## src/core/ncm_pkg.sv

```systemverilog
// ==========================================
// Shared constants of the clock master controller
package ncm_pkg;
  // Core clock rate
  localparam int CORE_CLK_KHZ = 125000;
  // Local rate generator target and divider
  localparam int LOCAL_RATE_KHZ = 2048;
  localparam int RATE_DIV = CORE_CLK_KHZ / LOCAL_RATE_KHZ;
  localparam int RATE_HIGH = RATE_DIV / 2;
  // Switch deadlines in ns, counts rounded down
  localparam int ST_ACT_DL_NS = 750000;
  localparam int ST_DEACT_DL_NS = 72800;
  localparam int U_DEACT_DL_NS = 12000000;
  localparam int ST_ACT_DL_CYC = ST_ACT_DL_NS / 1000 * CORE_CLK_KHZ / 1000;
  localparam int ST_DEACT_DL_CYC = ST_DEACT_DL_NS * (CORE_CLK_KHZ / 1000) / 1000;
  localparam int U_DEACT_DL_CYC = U_DEACT_DL_NS / 1000 * CORE_CLK_KHZ / 1000;
  // Bus bit clock loss timeout in core cycles
  localparam int CLK_LOSS_CYC = 40;
  // Register offsets
  localparam logic [31:0] REG_CTRL = 32'h0000_0000;
  localparam logic [31:0] REG_SEL = 32'h0000_0004;
  localparam logic [31:0] REG_KIND = 32'h0000_0008;
  localparam logic [31:0] REG_STATUS = 32'h0000_000c;
  localparam logic [31:0] REG_XCFG = 32'h0000_0010;
  localparam logic [31:0] REG_FRAMES = 32'h0000_0014;
  // Field positions
  localparam int CTRL_AUTO_BIT = 0;
  localparam int STAT_PRESENT_BIT = 16;
  localparam int STAT_MISS_BIT = 17;
  localparam int STAT_PEND_BIT = 18;
  localparam int XCFG_NET_EN_BIT = 0;
  localparam int XCFG_SEL_HI_BIT = 1;
  localparam int XCFG_SEL_LO_BIT = 2;
  localparam int XCFG_LREF_BIT = 3;
  // Values after reset
  localparam logic CTRL_RST = 1'h1;
  localparam logic [3:0] XCFG_RST = 4'hd;
  // Bus responses
  localparam logic [1:0] RESP_OKAY = 2'h0;
  localparam logic [1:0] RESP_SLVERR = 2'h2;
  // Register index decode
  typedef enum {IDX_NONE, IDX_CTRL, IDX_SEL, IDX_KIND, IDX_STATUS, IDX_XCFG, IDX_FRAMES} ncm_idx_e;
endpackage : ncm_pkg

```

## src/core/ncm_axil_slave.sv

```systemverilog
`timescale 1ns/1ps
// ==========================================
// AXI4-Lite slave front end
module ncm_axil_slave (
  input wire logic i_core_clk,
  input wire logic i_sys_rst,
  input wire logic [31:0] i_awaddr,
  input wire logic i_awvalid,
  output logic o_awready,
  input wire logic [31:0] i_wdata,
  input wire logic [3:0] i_wstrb,
  input wire logic i_wvalid,
  output logic o_wready,
  output logic [1:0] o_bresp,
  output logic o_bvalid,
  input wire logic i_bready,
  input wire logic [31:0] i_araddr,
  input wire logic i_arvalid,
  output logic o_arready,
  output logic [31:0] o_rdata,
  output logic [1:0] o_rresp,
  output logic o_rvalid,
  input wire logic i_rready,
  output logic o_wr_en,
  output logic [31:0] o_wr_addr,
  output logic [31:0] o_wr_data,
  output logic [3:0] o_wr_strb,
  input wire logic i_wr_ok,
  output logic [31:0] o_rd_addr,
  input wire logic [31:0] i_rd_data,
  input wire logic i_rd_ok
);
  logic aw_held;
  logic w_held;
  logic [31:0] addr_q;
  logic [31:0] data_q;
  logic [3:0] strb_q;
  logic [1:0] bresp;
  logic bvalid;
  logic [31:0] rdata;
  logic [1:0] rresp;
  logic rvalid;
  logic next_aw_held;
  logic next_w_held;
  logic [31:0] next_addr_q;
  logic [31:0] next_data_q;
  logic [3:0] next_strb_q;
  logic [1:0] next_bresp;
  logic next_bvalid;
  logic [31:0] next_rdata;
  logic [1:0] next_rresp;
  logic next_rvalid;
  logic do_wr;

  // Channel readies and write commit
  assign o_awready = !aw_held && !bvalid;
  assign o_wready = !w_held && !bvalid;
  assign o_arready = !rvalid;
  assign do_wr = aw_held && w_held && !bvalid;

  // Next state for both directions
  always_comb begin
    next_aw_held = do_wr ? 1'b0 : (aw_held | (i_awvalid & o_awready));
    next_w_held = do_wr ? 1'b0 : (w_held | (i_wvalid & o_wready));
    next_addr_q = (i_awvalid & o_awready) ? i_awaddr : addr_q;
    next_data_q = (i_wvalid & o_wready) ? i_wdata : data_q;
    next_strb_q = (i_wvalid & o_wready) ? i_wstrb : strb_q;
    next_bvalid = do_wr | (bvalid & !i_bready);
    next_bresp = do_wr ? (i_wr_ok ? ncm_pkg::RESP_OKAY : ncm_pkg::RESP_SLVERR) : bresp;
    next_rvalid = (i_arvalid & o_arready) | (rvalid & !i_rready);
    next_rdata = (i_arvalid & o_arready) ? i_rd_data : rdata;
    next_rresp = rresp;
    if (i_arvalid & o_arready) begin
      next_rresp = i_rd_ok ? ncm_pkg::RESP_OKAY : ncm_pkg::RESP_SLVERR;
    end
  end

  always_ff @(posedge i_core_clk or posedge i_sys_rst) begin
    if (i_sys_rst) begin
      aw_held <= 1'b0;
      w_held <= 1'b0;
      addr_q <= '0;
      data_q <= '0;
      strb_q <= '0;
      bvalid <= 1'b0;
      bresp <= '0;
      rvalid <= 1'b0;
      rdata <= '0;
      rresp <= '0;
    end else begin
      aw_held <= next_aw_held;
      w_held <= next_w_held;
      addr_q <= next_addr_q;
      data_q <= next_data_q;
      strb_q <= next_strb_q;
      bvalid <= next_bvalid;
      bresp <= next_bresp;
      rvalid <= next_rvalid;
      rdata <= next_rdata;
      rresp <= next_rresp;
    end
  end

  // Outputs toward bus and register file
  assign o_bvalid = bvalid;
  assign o_bresp = bresp;
  assign o_rvalid = rvalid;
  assign o_rdata = rdata;
  assign o_rresp = rresp;
  assign o_wr_en = do_wr;
  assign o_wr_addr = addr_q;
  assign o_wr_data = data_q;
  assign o_wr_strb = strb_q;
  assign o_rd_addr = i_araddr;
endmodule : ncm_axil_slave

```

## src/core/ncm_host_ctrl.sv

```systemverilog
`timescale 1ns/1ps
module ncm_host_ctrl #(
  parameter int NUM_XCVR = 10,
  parameter int ST_ACT_DL = ncm_pkg::ST_ACT_DL_CYC,
  parameter int ST_DEACT_DL = ncm_pkg::ST_DEACT_DL_CYC,
  parameter int U_DEACT_DL = ncm_pkg::U_DEACT_DL_CYC
) (
  input wire logic i_core_clk,
  input wire logic i_sys_rst,
  input wire logic [31:0] i_s_axi_awaddr,
  input wire logic i_s_axi_awvalid,
  output logic o_s_axi_awready,
  input wire logic [31:0] i_s_axi_wdata,
  input wire logic [3:0] i_s_axi_wstrb,
  input wire logic i_s_axi_wvalid,
  output logic o_s_axi_wready,
  output logic [1:0] o_s_axi_bresp,
  output logic o_s_axi_bvalid,
  input wire logic i_s_axi_bready,
  input wire logic [31:0] i_s_axi_araddr,
  input wire logic i_s_axi_arvalid,
  output logic o_s_axi_arready,
  output logic [31:0] o_s_axi_rdata,
  output logic [1:0] o_s_axi_rresp,
  output logic o_s_axi_rvalid,
  input wire logic i_s_axi_rready,
  input wire logic [NUM_XCVR-1:0] i_xcvr_active,
  input wire logic i_bus_bit_clock,
  input wire logic i_bus_frame_sync,
  output logic [3:0] o_mux_sel,
  output logic o_local_rate_generator,
  output logic o_net_clock_enable_bit,
  output logic o_net_clock_sel_high,
  output logic o_net_clock_sel_low,
  output logic o_line_ref_enable_bit,
  output logic [NUM_XCVR-1:0] o_line_terminal_act
);
  // ==========================================
  // Declarations
  logic wr_en;
  logic [31:0] wr_addr;
  logic [31:0] wr_data;
  logic [3:0] wr_strb;
  logic [31:0] rd_addr;
  logic [31:0] rd_data;
  logic [NUM_XCVR-1:0] active;
  logic [NUM_XCVR-1:0] rise;
  logic [NUM_XCVR-1:0] fall;
  logic [1:0] bus_lvl;
  logic [1:0] bus_rise;
  logic auto_mode;
  logic [NUM_XCVR-1:0] kind_u;
  logic [3:0] xcfg;
  logic miss;
  logic [3:0] sel;
  logic pend;
  logic [23:0] dl_cnt;
  logic [7:0] rate_cnt;
  logic rate_clk;
  logic [5:0] loss_cnt;
  logic [15:0] frames;
  logic [NUM_XCVR-1:0] lt_act;
  logic next_auto_mode;
  logic [NUM_XCVR-1:0] next_kind_u;
  logic [3:0] next_xcfg;
  logic next_miss;
  logic [3:0] next_sel;
  logic next_pend;
  logic [23:0] next_dl_cnt;
  logic [7:0] next_rate_cnt;
  logic next_rate_clk;
  logic [5:0] next_loss_cnt;
  logic [15:0] next_frames;
  logic [NUM_XCVR-1:0] next_lt_act;
  logic [NUM_XCVR-1:0] master_mask;
  logic [NUM_XCVR-1:0] other;
  logic master_fall;
  logic cur_u;
  logic ev;
  logic [23:0] ev_limit;
  logic clk_present;
  ncm_pkg::ncm_idx_e wr_idx;

  // ==========================================
  // Helper functions
  // Address to register index
  function automatic ncm_pkg::ncm_idx_e reg_index(input logic [31:0] a);
    case (a)
      ncm_pkg::REG_CTRL: reg_index = ncm_pkg::IDX_CTRL;
      ncm_pkg::REG_SEL: reg_index = ncm_pkg::IDX_SEL;
      ncm_pkg::REG_KIND: reg_index = ncm_pkg::IDX_KIND;
      ncm_pkg::REG_STATUS: reg_index = ncm_pkg::IDX_STATUS;
      ncm_pkg::REG_XCFG: reg_index = ncm_pkg::IDX_XCFG;
      ncm_pkg::REG_FRAMES: reg_index = ncm_pkg::IDX_FRAMES;
      default: reg_index = ncm_pkg::IDX_NONE;
    endcase
  endfunction : reg_index

  // Lowest set transceiver as mux code, zero if none
  function automatic logic [3:0] pick(input logic [NUM_XCVR-1:0] m);
    pick = 4'h0;
    for (int i = NUM_XCVR - 1; i >= 0; i--) begin
      if (m[i]) begin
        pick = 4'(i + 1);
      end
    end
  endfunction : pick

  // ==========================================
  // Bus slave and input synchronisers
  ncm_axil_slave u_bus (
    .i_core_clk(i_core_clk),
    .i_sys_rst(i_sys_rst),
    .i_awaddr(i_s_axi_awaddr),
    .i_awvalid(i_s_axi_awvalid),
    .o_awready(o_s_axi_awready),
    .i_wdata(i_s_axi_wdata),
    .i_wstrb(i_s_axi_wstrb),
    .i_wvalid(i_s_axi_wvalid),
    .o_wready(o_s_axi_wready),
    .o_bresp(o_s_axi_bresp),
    .o_bvalid(o_s_axi_bvalid),
    .i_bready(i_s_axi_bready),
    .i_araddr(i_s_axi_araddr),
    .i_arvalid(i_s_axi_arvalid),
    .o_arready(o_s_axi_arready),
    .o_rdata(o_s_axi_rdata),
    .o_rresp(o_s_axi_rresp),
    .o_rvalid(o_s_axi_rvalid),
    .i_rready(i_s_axi_rready),
    .o_wr_en(wr_en),
    .o_wr_addr(wr_addr),
    .o_wr_data(wr_data),
    .o_wr_strb(wr_strb),
    .i_wr_ok(reg_index(wr_addr) != ncm_pkg::IDX_NONE),
    .o_rd_addr(rd_addr),
    .i_rd_data(rd_data),
    .i_rd_ok(reg_index(rd_addr) != ncm_pkg::IDX_NONE)
  );

  ncm_sync #(.W(NUM_XCVR)) u_act_sync (
    .i_core_clk(i_core_clk),
    .i_sys_rst(i_sys_rst),
    .i_async(i_xcvr_active),
    .o_level(active),
    .o_rise(rise),
    .o_fall(fall)
  );

  ncm_sync #(.W(2)) u_bus_sync (
    .i_core_clk(i_core_clk),
    .i_sys_rst(i_sys_rst),
    .i_async({i_bus_frame_sync, i_bus_bit_clock}),
    .o_level(bus_lvl),
    .o_rise(bus_rise),
    .o_fall()
  );

  // ==========================================
  // Master selection policy
  // Current master, same-kind survivors, deadline to arm
  always_comb begin
    master_mask = '0;
    if (sel != 4'h0) begin
      master_mask = NUM_XCVR'(1) << (sel - 4'h1);
    end
    master_fall = |(fall & master_mask);
    cur_u = |(kind_u & master_mask);
    other = active & ~master_mask & (cur_u ? kind_u : ~kind_u);
    ev = 1'b0;
    ev_limit = '0;
    if (master_fall && !cur_u) begin
      ev = 1'b1;
      ev_limit = 24'(ST_DEACT_DL);
    end else if (master_fall && cur_u && (other != '0)) begin
      ev = 1'b1;
      ev_limit = 24'(U_DEACT_DL);
    end else if ((sel == 4'h0) && |(rise & ~kind_u)) begin
      ev = 1'b1;
      ev_limit = 24'(ST_ACT_DL);
    end
  end

  // Mux select, pending switch and its deadline
  always_comb begin
    wr_idx = reg_index(wr_addr);
    next_sel = sel;
    if (auto_mode) begin
      if (master_fall) begin
        if (other != '0) begin
          next_sel = pick(other);
        end else if (!cur_u) begin
          next_sel = 4'h0;
        end
      end else if ((sel == 4'h0) && (rise != '0)) begin
        next_sel = pick(rise);
      end
    end else if (wr_en && wr_strb[0] && (wr_idx == ncm_pkg::IDX_SEL)) begin
      if (wr_data[3:0] <= 4'(NUM_XCVR)) begin
        next_sel = wr_data[3:0];
      end
    end
    next_pend = pend;
    next_dl_cnt = dl_cnt;
    if (next_sel != sel) begin
      next_pend = 1'b0;
    end else if (ev) begin
      next_pend = 1'b1;
      next_dl_cnt = ev_limit;
    end else if (pend && (dl_cnt != '0)) begin
      next_dl_cnt = dl_cnt - 24'h1;
    end
  end

  // Answer the line terminal only once a master is chosen
  always_comb begin
    next_lt_act = active & kind_u & (lt_act | {NUM_XCVR{sel != 4'h0}});
  end

  // ==========================================
  // Software registers
  always_comb begin
    next_auto_mode = auto_mode;
    next_kind_u = kind_u;
    next_xcfg = xcfg;
    next_miss = miss;
    if (wr_en && wr_strb[0]) begin
      case (wr_idx)
        ncm_pkg::IDX_CTRL: next_auto_mode = wr_data[ncm_pkg::CTRL_AUTO_BIT];
        ncm_pkg::IDX_KIND: next_kind_u[7:0] = wr_data[7:0];
        ncm_pkg::IDX_XCFG: next_xcfg = wr_data[3:0];
        default: next_xcfg = xcfg;
      endcase
    end
    if (wr_en && wr_strb[1] && (wr_idx == ncm_pkg::IDX_KIND)) begin
      next_kind_u[NUM_XCVR-1:8] = wr_data[NUM_XCVR-1:8];
    end
    if (wr_en && wr_strb[2] && (wr_idx == ncm_pkg::IDX_STATUS)) begin
      if (wr_data[ncm_pkg::STAT_MISS_BIT]) begin
        next_miss = 1'b0;
      end
    end
    // Deadline overrun; set wins over clear
    if (pend && (dl_cnt == 24'h1) && (next_sel == sel)) begin
      next_miss = 1'b1;
    end
  end

  // ==========================================
  // Local rate clock, bus clock watch, frame count
  always_comb begin
    next_rate_cnt = (rate_cnt == 8'(ncm_pkg::RATE_DIV - 1)) ? 8'h0 : rate_cnt + 8'h1;
    next_rate_clk = (next_rate_cnt < 8'(ncm_pkg::RATE_HIGH));
    next_loss_cnt = loss_cnt;
    if (bus_rise[0]) begin
      next_loss_cnt = 6'h0;
    end else if (loss_cnt != 6'(ncm_pkg::CLK_LOSS_CYC)) begin
      next_loss_cnt = loss_cnt + 6'h1;
    end
    next_frames = frames + {15'h0, bus_rise[1] & bus_lvl[0]};
  end
  assign clk_present = (loss_cnt != 6'(ncm_pkg::CLK_LOSS_CYC));

  // Read data by index
  always_comb begin
    case (reg_index(rd_addr))
      ncm_pkg::IDX_CTRL: rd_data = {31'h0, auto_mode};
      ncm_pkg::IDX_SEL: rd_data = {28'h0, sel};
      ncm_pkg::IDX_KIND: rd_data = 32'(kind_u);
      ncm_pkg::IDX_STATUS: rd_data = 32'(active) | {13'h0, pend, miss, clk_present, 16'h0};
      ncm_pkg::IDX_XCFG: rd_data = {28'h0, xcfg};
      ncm_pkg::IDX_FRAMES: rd_data = {16'h0, frames};
      default: rd_data = 32'h0000_0000;
    endcase
  end

  // ==========================================
  // State registers
  always_ff @(posedge i_core_clk or posedge i_sys_rst) begin
    if (i_sys_rst) begin
      auto_mode <= ncm_pkg::CTRL_RST;
      kind_u <= '0;
      xcfg <= ncm_pkg::XCFG_RST;
      miss <= 1'b0;
      sel <= 4'h0;
      pend <= 1'b0;
      dl_cnt <= '0;
      rate_cnt <= 8'(ncm_pkg::RATE_DIV - 1); // Wraps on first edge, full first period
      rate_clk <= 1'b0;
      loss_cnt <= '0;
      frames <= '0;
      lt_act <= '0;
    end else begin
      auto_mode <= next_auto_mode;
      kind_u <= next_kind_u;
      xcfg <= next_xcfg;
      miss <= next_miss;
      sel <= next_sel;
      pend <= next_pend;
      dl_cnt <= next_dl_cnt;
      rate_cnt <= next_rate_cnt;
      rate_clk <= next_rate_clk;
      loss_cnt <= next_loss_cnt;
      frames <= next_frames;
      lt_act <= next_lt_act;
    end
  end

  // Pin outputs straight from flops
  assign o_mux_sel = sel;
  assign o_local_rate_generator = rate_clk;
  assign o_net_clock_enable_bit = xcfg[ncm_pkg::XCFG_NET_EN_BIT];
  assign o_net_clock_sel_high = xcfg[ncm_pkg::XCFG_SEL_HI_BIT];
  assign o_net_clock_sel_low = xcfg[ncm_pkg::XCFG_SEL_LO_BIT];
  assign o_line_ref_enable_bit = xcfg[ncm_pkg::XCFG_LREF_BIT];
  assign o_line_terminal_act = lt_act;

  // ==========================================
  // Assertions
  st_act_switch_a: assert property (@(posedge i_core_clk) disable iff (i_sys_rst)
    auto_mode && (sel == 4'h0) && (rise != '0) |=> (sel != 4'h0))
    else $error("no switch to activating transceiver");
  st_loss_switch_a: assert property (@(posedge i_core_clk) disable iff (i_sys_rst)
    auto_mode && master_fall && !cur_u |=> (sel != $past(sel)))
    else $error("S/T master loss not handled");
  st_loss_local_a: assert property (@(posedge i_core_clk) disable iff (i_sys_rst)
    auto_mode && master_fall && !cur_u && (other == '0) |=> (sel == 4'h0))
    else $error("local clock not chosen");
  u_loss_switch_a: assert property (@(posedge i_core_clk) disable iff (i_sys_rst)
    auto_mode && master_fall && cur_u && (other != '0) |=> (sel != $past(sel)))
    else $error("U master loss not handled");
  u_keep_sel_a: assert property (@(posedge i_core_clk) disable iff (i_sys_rst)
    auto_mode && master_fall && cur_u && (other == '0) |=> $stable(sel))
    else $error("selection changed without U survivor");
  deadline_miss_a: assert property (@(posedge i_core_clk) disable iff (i_sys_rst)
    pend && (dl_cnt == 24'h1) && (next_sel == sel) |=> miss)
    else $error("deadline overrun not flagged");
  net_clk_cfg_a: assert property (@(posedge i_core_clk) disable iff (i_sys_rst)
    $past(i_sys_rst) |-> o_net_clock_enable_bit && !o_net_clock_sel_high && o_net_clock_sel_low)
    else $error("network clock not set to 2.048 MHz");
  line_ref_cfg_a: assert property (@(posedge i_core_clk) disable iff (i_sys_rst)
    $past(i_sys_rst) |-> o_line_ref_enable_bit)
    else $error("line reference not enabled");
  rate_period_a: assert property (@(posedge i_core_clk) disable iff (i_sys_rst)
    $rose(rate_clk) |-> ##61 $rose(rate_clk))
    else $error("local rate period wrong");
  lt_after_sel_a: assert property (@(posedge i_core_clk) disable iff (i_sys_rst)
    |(lt_act & ~$past(lt_act)) |-> ($past(sel) != 4'h0))
    else $error("terminal answered before selection");
endmodule : ncm_host_ctrl

```

## src/core/ncm_sync.sv

```systemverilog
`timescale 1ns/1ps
// ==========================================
// Two flop synchroniser with edge detect
module ncm_sync #(
  parameter int W = 1
) (
  input wire logic i_core_clk,
  input wire logic i_sys_rst,
  input wire logic [W-1:0] i_async,
  output logic [W-1:0] o_level,
  output logic [W-1:0] o_rise,
  output logic [W-1:0] o_fall
);
  logic [W-1:0] meta;
  logic [W-1:0] stable;
  logic [W-1:0] prev;
  logic [W-1:0] next_meta;
  logic [W-1:0] next_stable;
  logic [W-1:0] next_prev;

  // Shift chain; only stable and prev feed logic
  always_comb begin
    next_meta = i_async;
    next_stable = meta;
    next_prev = stable;
  end

  always_ff @(posedge i_core_clk or posedge i_sys_rst) begin
    if (i_sys_rst) begin
      meta <= '0;
      stable <= '0;
      prev <= '0;
    end else begin
      meta <= next_meta;
      stable <= next_stable;
      prev <= next_prev;
    end
  end

  // Edges from the settled stages
  assign o_level = stable;
  assign o_rise = stable & ~prev;
  assign o_fall = ~stable & prev;
endmodule : ncm_sync

```

## config.mk

```make
export PLATFORM = sky130hd
export DESIGN_NAME = ncm_host_ctrl
export DESIGN_NICKNAME = d
export VERILOG_FILES = /design/src/core/ncm_pkg.sv /design/src/core/ncm_axil_slave.sv /design/src/core/ncm_host_ctrl.sv /design/src/core/ncm_sync.sv
export SDC_FILE = /design/constraint.sdc
export NUM_CORES = 1
export LEC_CHECK = 0
export ABC_AREA = 1
export BUFFER_PORTS_ARGS = -buffer_cell sky130_fd_sc_hd__clkbuf_2
export CORE_AREA = 2 2 150 152
export DETAILED_ROUTE_END_ITERATION = 8
export DIE_AREA = 0 0 152 154
export PLACE_DENSITY = 0.74
export SLEW_MARGIN = 30
export SYNTH_ARGS = -nofsm -noshare
export SYNTH_HDL_FRONTEND = slang
export SYNTH_SLANG_ARGS = --single-unit
```

## constraint.sdc

```tcl
create_clock -name i_core_clk -period 20.7 [get_ports i_core_clk]
set_input_delay 4.14 -clock i_core_clk [delete_from_list [all_inputs] [get_ports i_core_clk]]
set_output_delay 4.14 -clock i_core_clk [all_outputs]
set_load 0.02 [all_outputs]
```

==> impl_metrics.py <==
metrics = {
    "logic_synthesis": {
        "synth_common_cells": "236 x nand2_1, 185 x dfrtp_1, 126 x nor2_1",
        "synth.cell_area_um2": 9723,
        "synth_area_leaders": "dfrtp_1 48%, nand2_1 9.1%, nor2_1 4.9%",
        "synthCells": 1139,
        "synth.yosys.seq_area_share": 0.4977,
        "yosys_warnings": 0,
        "synth_top_area_frac": 0.4761,
        "ys_types": 47,
        "ys_ff_latch": 193,
        "yosysTopAreaCell": "dfrtp_1",
        "async_flop_share": 1.000,
        "synth_edf_count": 0,
        "yosysMostFrequentCell": "nand2_1",
        "avgSynthCellArea_um2": 8.537,
        "synthFlopType": "dfrtp_1",
    },
    "critical_path": {
        "worstPathMaxFanout": 14,
        "endpoint_kind": "flip-flop",
        "crit_path_start_kind": "primary input",
        "cp.arrival_ns": 6.37,
        "path_class": "primary input to flip-flop",
        "cp.required_ns": 21.05,
    },
    "sta": {
        "worstMarginPinSlew_ns": 0.9325,
        "fin_hold_ws_ns": 0.3525,
        "max_freq_ghz": 0.1664,
        "period_minus_slack_ns": 6.011,
        "slew_headroom": 0.3735,
        "hold_viol_final": 0,
        "drv_slew": 0,
        "setup_violations": 0,
        "fin_worst_skew_ns": 0.01763,
        "period_share": 0.2904,
        "fin_setup_tns_ns": 0,
        "rsz0062_at_grt": "no",
    },
    "routing": {
        "initialDrtViolationCount": 612,
        "num_vias": 8110,
        "viasPerCell": 5.185,
        "first_pass_iters": 5,
        "routedWlPerCell_um": 14.72,
        "drt_wl_total_um": 23020,
        "drc": 0,
        "drtAntennaViolNets": 0,
    },
    "cts": {
        "clock_path_buffers": 2,
        "cts_made_buffers": 17,
        "worstSkewPairLatency_ns": 0.44,
        "clk_transition_reported_paths_ns": 0.08,
        "postCtsSetupBuffers": 0,
        "h-tree-depth": 4,
        "cts_tree": "built",
        "post_cts_resized": 0,
        "root_buffer": "clkbuf_16",
        "cts.sinks": 193,
        "cts-hold-fix-buffers": 0,
    },
    "placement": {
        "place_area_um2": 10600,
        "dp_hpwl_um": 17010,
        "place_inst": 1532,
        "gp_congestion": 0.9888,
        "port_buffers": 141,
    },
    "run_status": {
        "status": "finished clean",
    },
    "layout": {
        "final_cells": 1564,
        "nFillCells": 2045,
        "area_growth_pct": 15.44,
        "final_area_um2": 11220,
        "drive_gt1_frac": 0.2111,
        "nets": 1398,
        "diodes": 0,
    },
    "die": {
        "core_area_um2": 21690,
        "fp.dieH_um": 154,
        "io-pin-count": 179,
        "die_x_um": 152,
        "start_util": 0.4483,
        "fp.dieArea_um2": 23410,
        "placementRows": 54,
    },
    "grt": {
        "grt_pass1_vias": 7787,
        "grt_usage": 0.2015,
        "antenna_found_initial": 0,
        "overflow": 0,
        "grt_pass1_wl_um": 38270,
        "grt_max_degree": 125,
    },
    "pwr": {
        "vdd_drop_max_uv": 87.38,
        "power.density_nw_per_um2": 86.49,
        "leakage_nw": 5.548,
        "p_total_mw": 0.9708,
    },
    "min_path": {
        "hold_class": "flip-flop to flip-flop",
    },
    "flow_run": {
        "max_cap_viol_count": 0,
    },
}
worst max-delay path: stages:
cell and delay, ns:
clkbuf_2 0.08, nor2_1 0.09, inv_1 0.05, nor3_1 0.34, nand4_1 0.74, o22ai_1 0.66, a21oi_1 0.10, o21ai_0 0.16
cell type report:
class / count / area [µm²] / share of cell area
Sequential cell: 193 / 4840 / 0.4312
Multi-Input combinational cell: 783 / 4182 / 0.3725
Timing Repair Buffer: 143 / 724.4 / 0.06454
Inverter: 133 / 506.7 / 0.04515
Clock buffer: 18 / 429.2 / 0.03823
Tap cell: 280 / 350.3 / 0.03121
Clock inverter: 14 / 192.7 / 0.01717
cell families (layout without fill, tap and decap cells):
group	count (synthesis)	in the layout	synth area share
flip-flops	193	193	0.4977
AND/OR/NAND/NOR	562	562	0.2664
other	1	15	0.0003857
buffers and inverters	177	308	0.07785
AO/OA/AOI/OAI	133	133	0.07978
multiplexers	35	35	0.04054
XOR/XNOR	30	30	0.02702
adder cells (fa/ha/maj)	8	8	0.01030
worst paths after layout:
check	startpoint	endpoint	slack (ns)	cells after the start
max in group asynchronous	i_sys_rst	u_act_sync.meta[4]	15.77	3
min	u_act_sync.meta[7]	u_act_sync.o_level[7]	0.35	0
min in group asynchronous	i_sys_rst	frames[15]	3.85	2
max	i_s_axi_araddr[7]	u_bus.o_rdata[9]	14.69	8
max reg2reg	o_mux_sel[2]	dl_cnt[1]	16.23	20
min reg2reg	u_act_sync.meta[7]	u_act_sync.o_level[7]	0.35	0
metrics by stage:
step	util	setup slack, ns
final	0.5175	14.69
after global routing	0.5175	14.58
after CTS	0.5174	14.78
after detailed placement	0.4887	14.31
after global placement	0.4886	14.33
after floorplan	-	11.32
flip-flops by register name (all words and copies together) (netlist names), 2 cells and up:
signal	cells
xcfg	4
kind_u	10
rate_cnt	8
loss_cnt	6
u_act_sync.meta	10
dl_cnt	24
u_bus_sync.o_level	2
u_act_sync.o_level	10
u_bus_sync.meta	2
frames	16
u_bus.o_rdata	19
o_line_terminal_act	10
o_mux_sel	4
u_bus_sync.prev	2
u_bus.o_wr_strb	3
u_act_sync.prev	10
u_bus.o_wr_addr	32
u_bus.o_wr_data	11
cells in the final DEF, fill, tap and decap left out, drive strengths merged:
| cell type | synthesis | routed |
|---|---|---|
| a2111oi | 1 | 1 |
| a21oi | 37 | 37 |
| a221oi | 1 | 1 |
| a22oi | 1 | 1 |
| a311oi | 1 | 1 |
| a31oi | 2 | 2 |
| a41oi | 1 | 1 |
| and3 | 3 | 3 |
| buf | 28 | 2 |
| clkbuf | 16 | 159 |
| clkinv | 0 | 6 |
| conb | 1 | 15 |
| dfrtp | 185 | 185 |
| dfstp | 8 | 8 |
| ha | 8 | 8 |
| inv | 133 | 141 |
| mux2 | 35 | 35 |
| nand2 | 248 | 248 |
| nand3 | 68 | 68 |
| nand3b | 3 | 3 |
| nand4 | 49 | 49 |
| nor2 | 134 | 134 |
| nor3 | 25 | 25 |
| nor3b | 3 | 3 |
| nor4 | 17 | 17 |
| o211ai | 6 | 6 |
| o21ai | 52 | 52 |
| o22ai | 13 | 13 |
| o311ai | 10 | 10 |
| o31ai | 7 | 7 |
| o41ai | 1 | 1 |
| or2 | 12 | 12 |
| xnor2 | 9 | 9 |
| xor2 | 21 | 21 |
power by group:
group / switching [mW] / total, mW / internal, mW / leakage, nW
Sequential: 0.0345 / 0.472 / 0.438 / 2.39
Combinational: 0.0898 / 0.162 / 0.0722 / 2.86
Clock: 0.169 / 0.337 / 0.167 / 0.300
Total: 0.294 / 0.971 / 0.677 / 5.55
metal layers:
metal / vias to the layer above / part of all wire / GRT usage
met2: 256 / 0.48 / 0.3348
met4: 0 / 0.015 / 0.05118
met1: 3808 / 0.44 / 0.2672
met3: 27 / 0.061 / 0.04820
met5: - / 0 / 0
li1: 4019 / - / -
No activity file was read; power rests on OpenSTA's default activity.
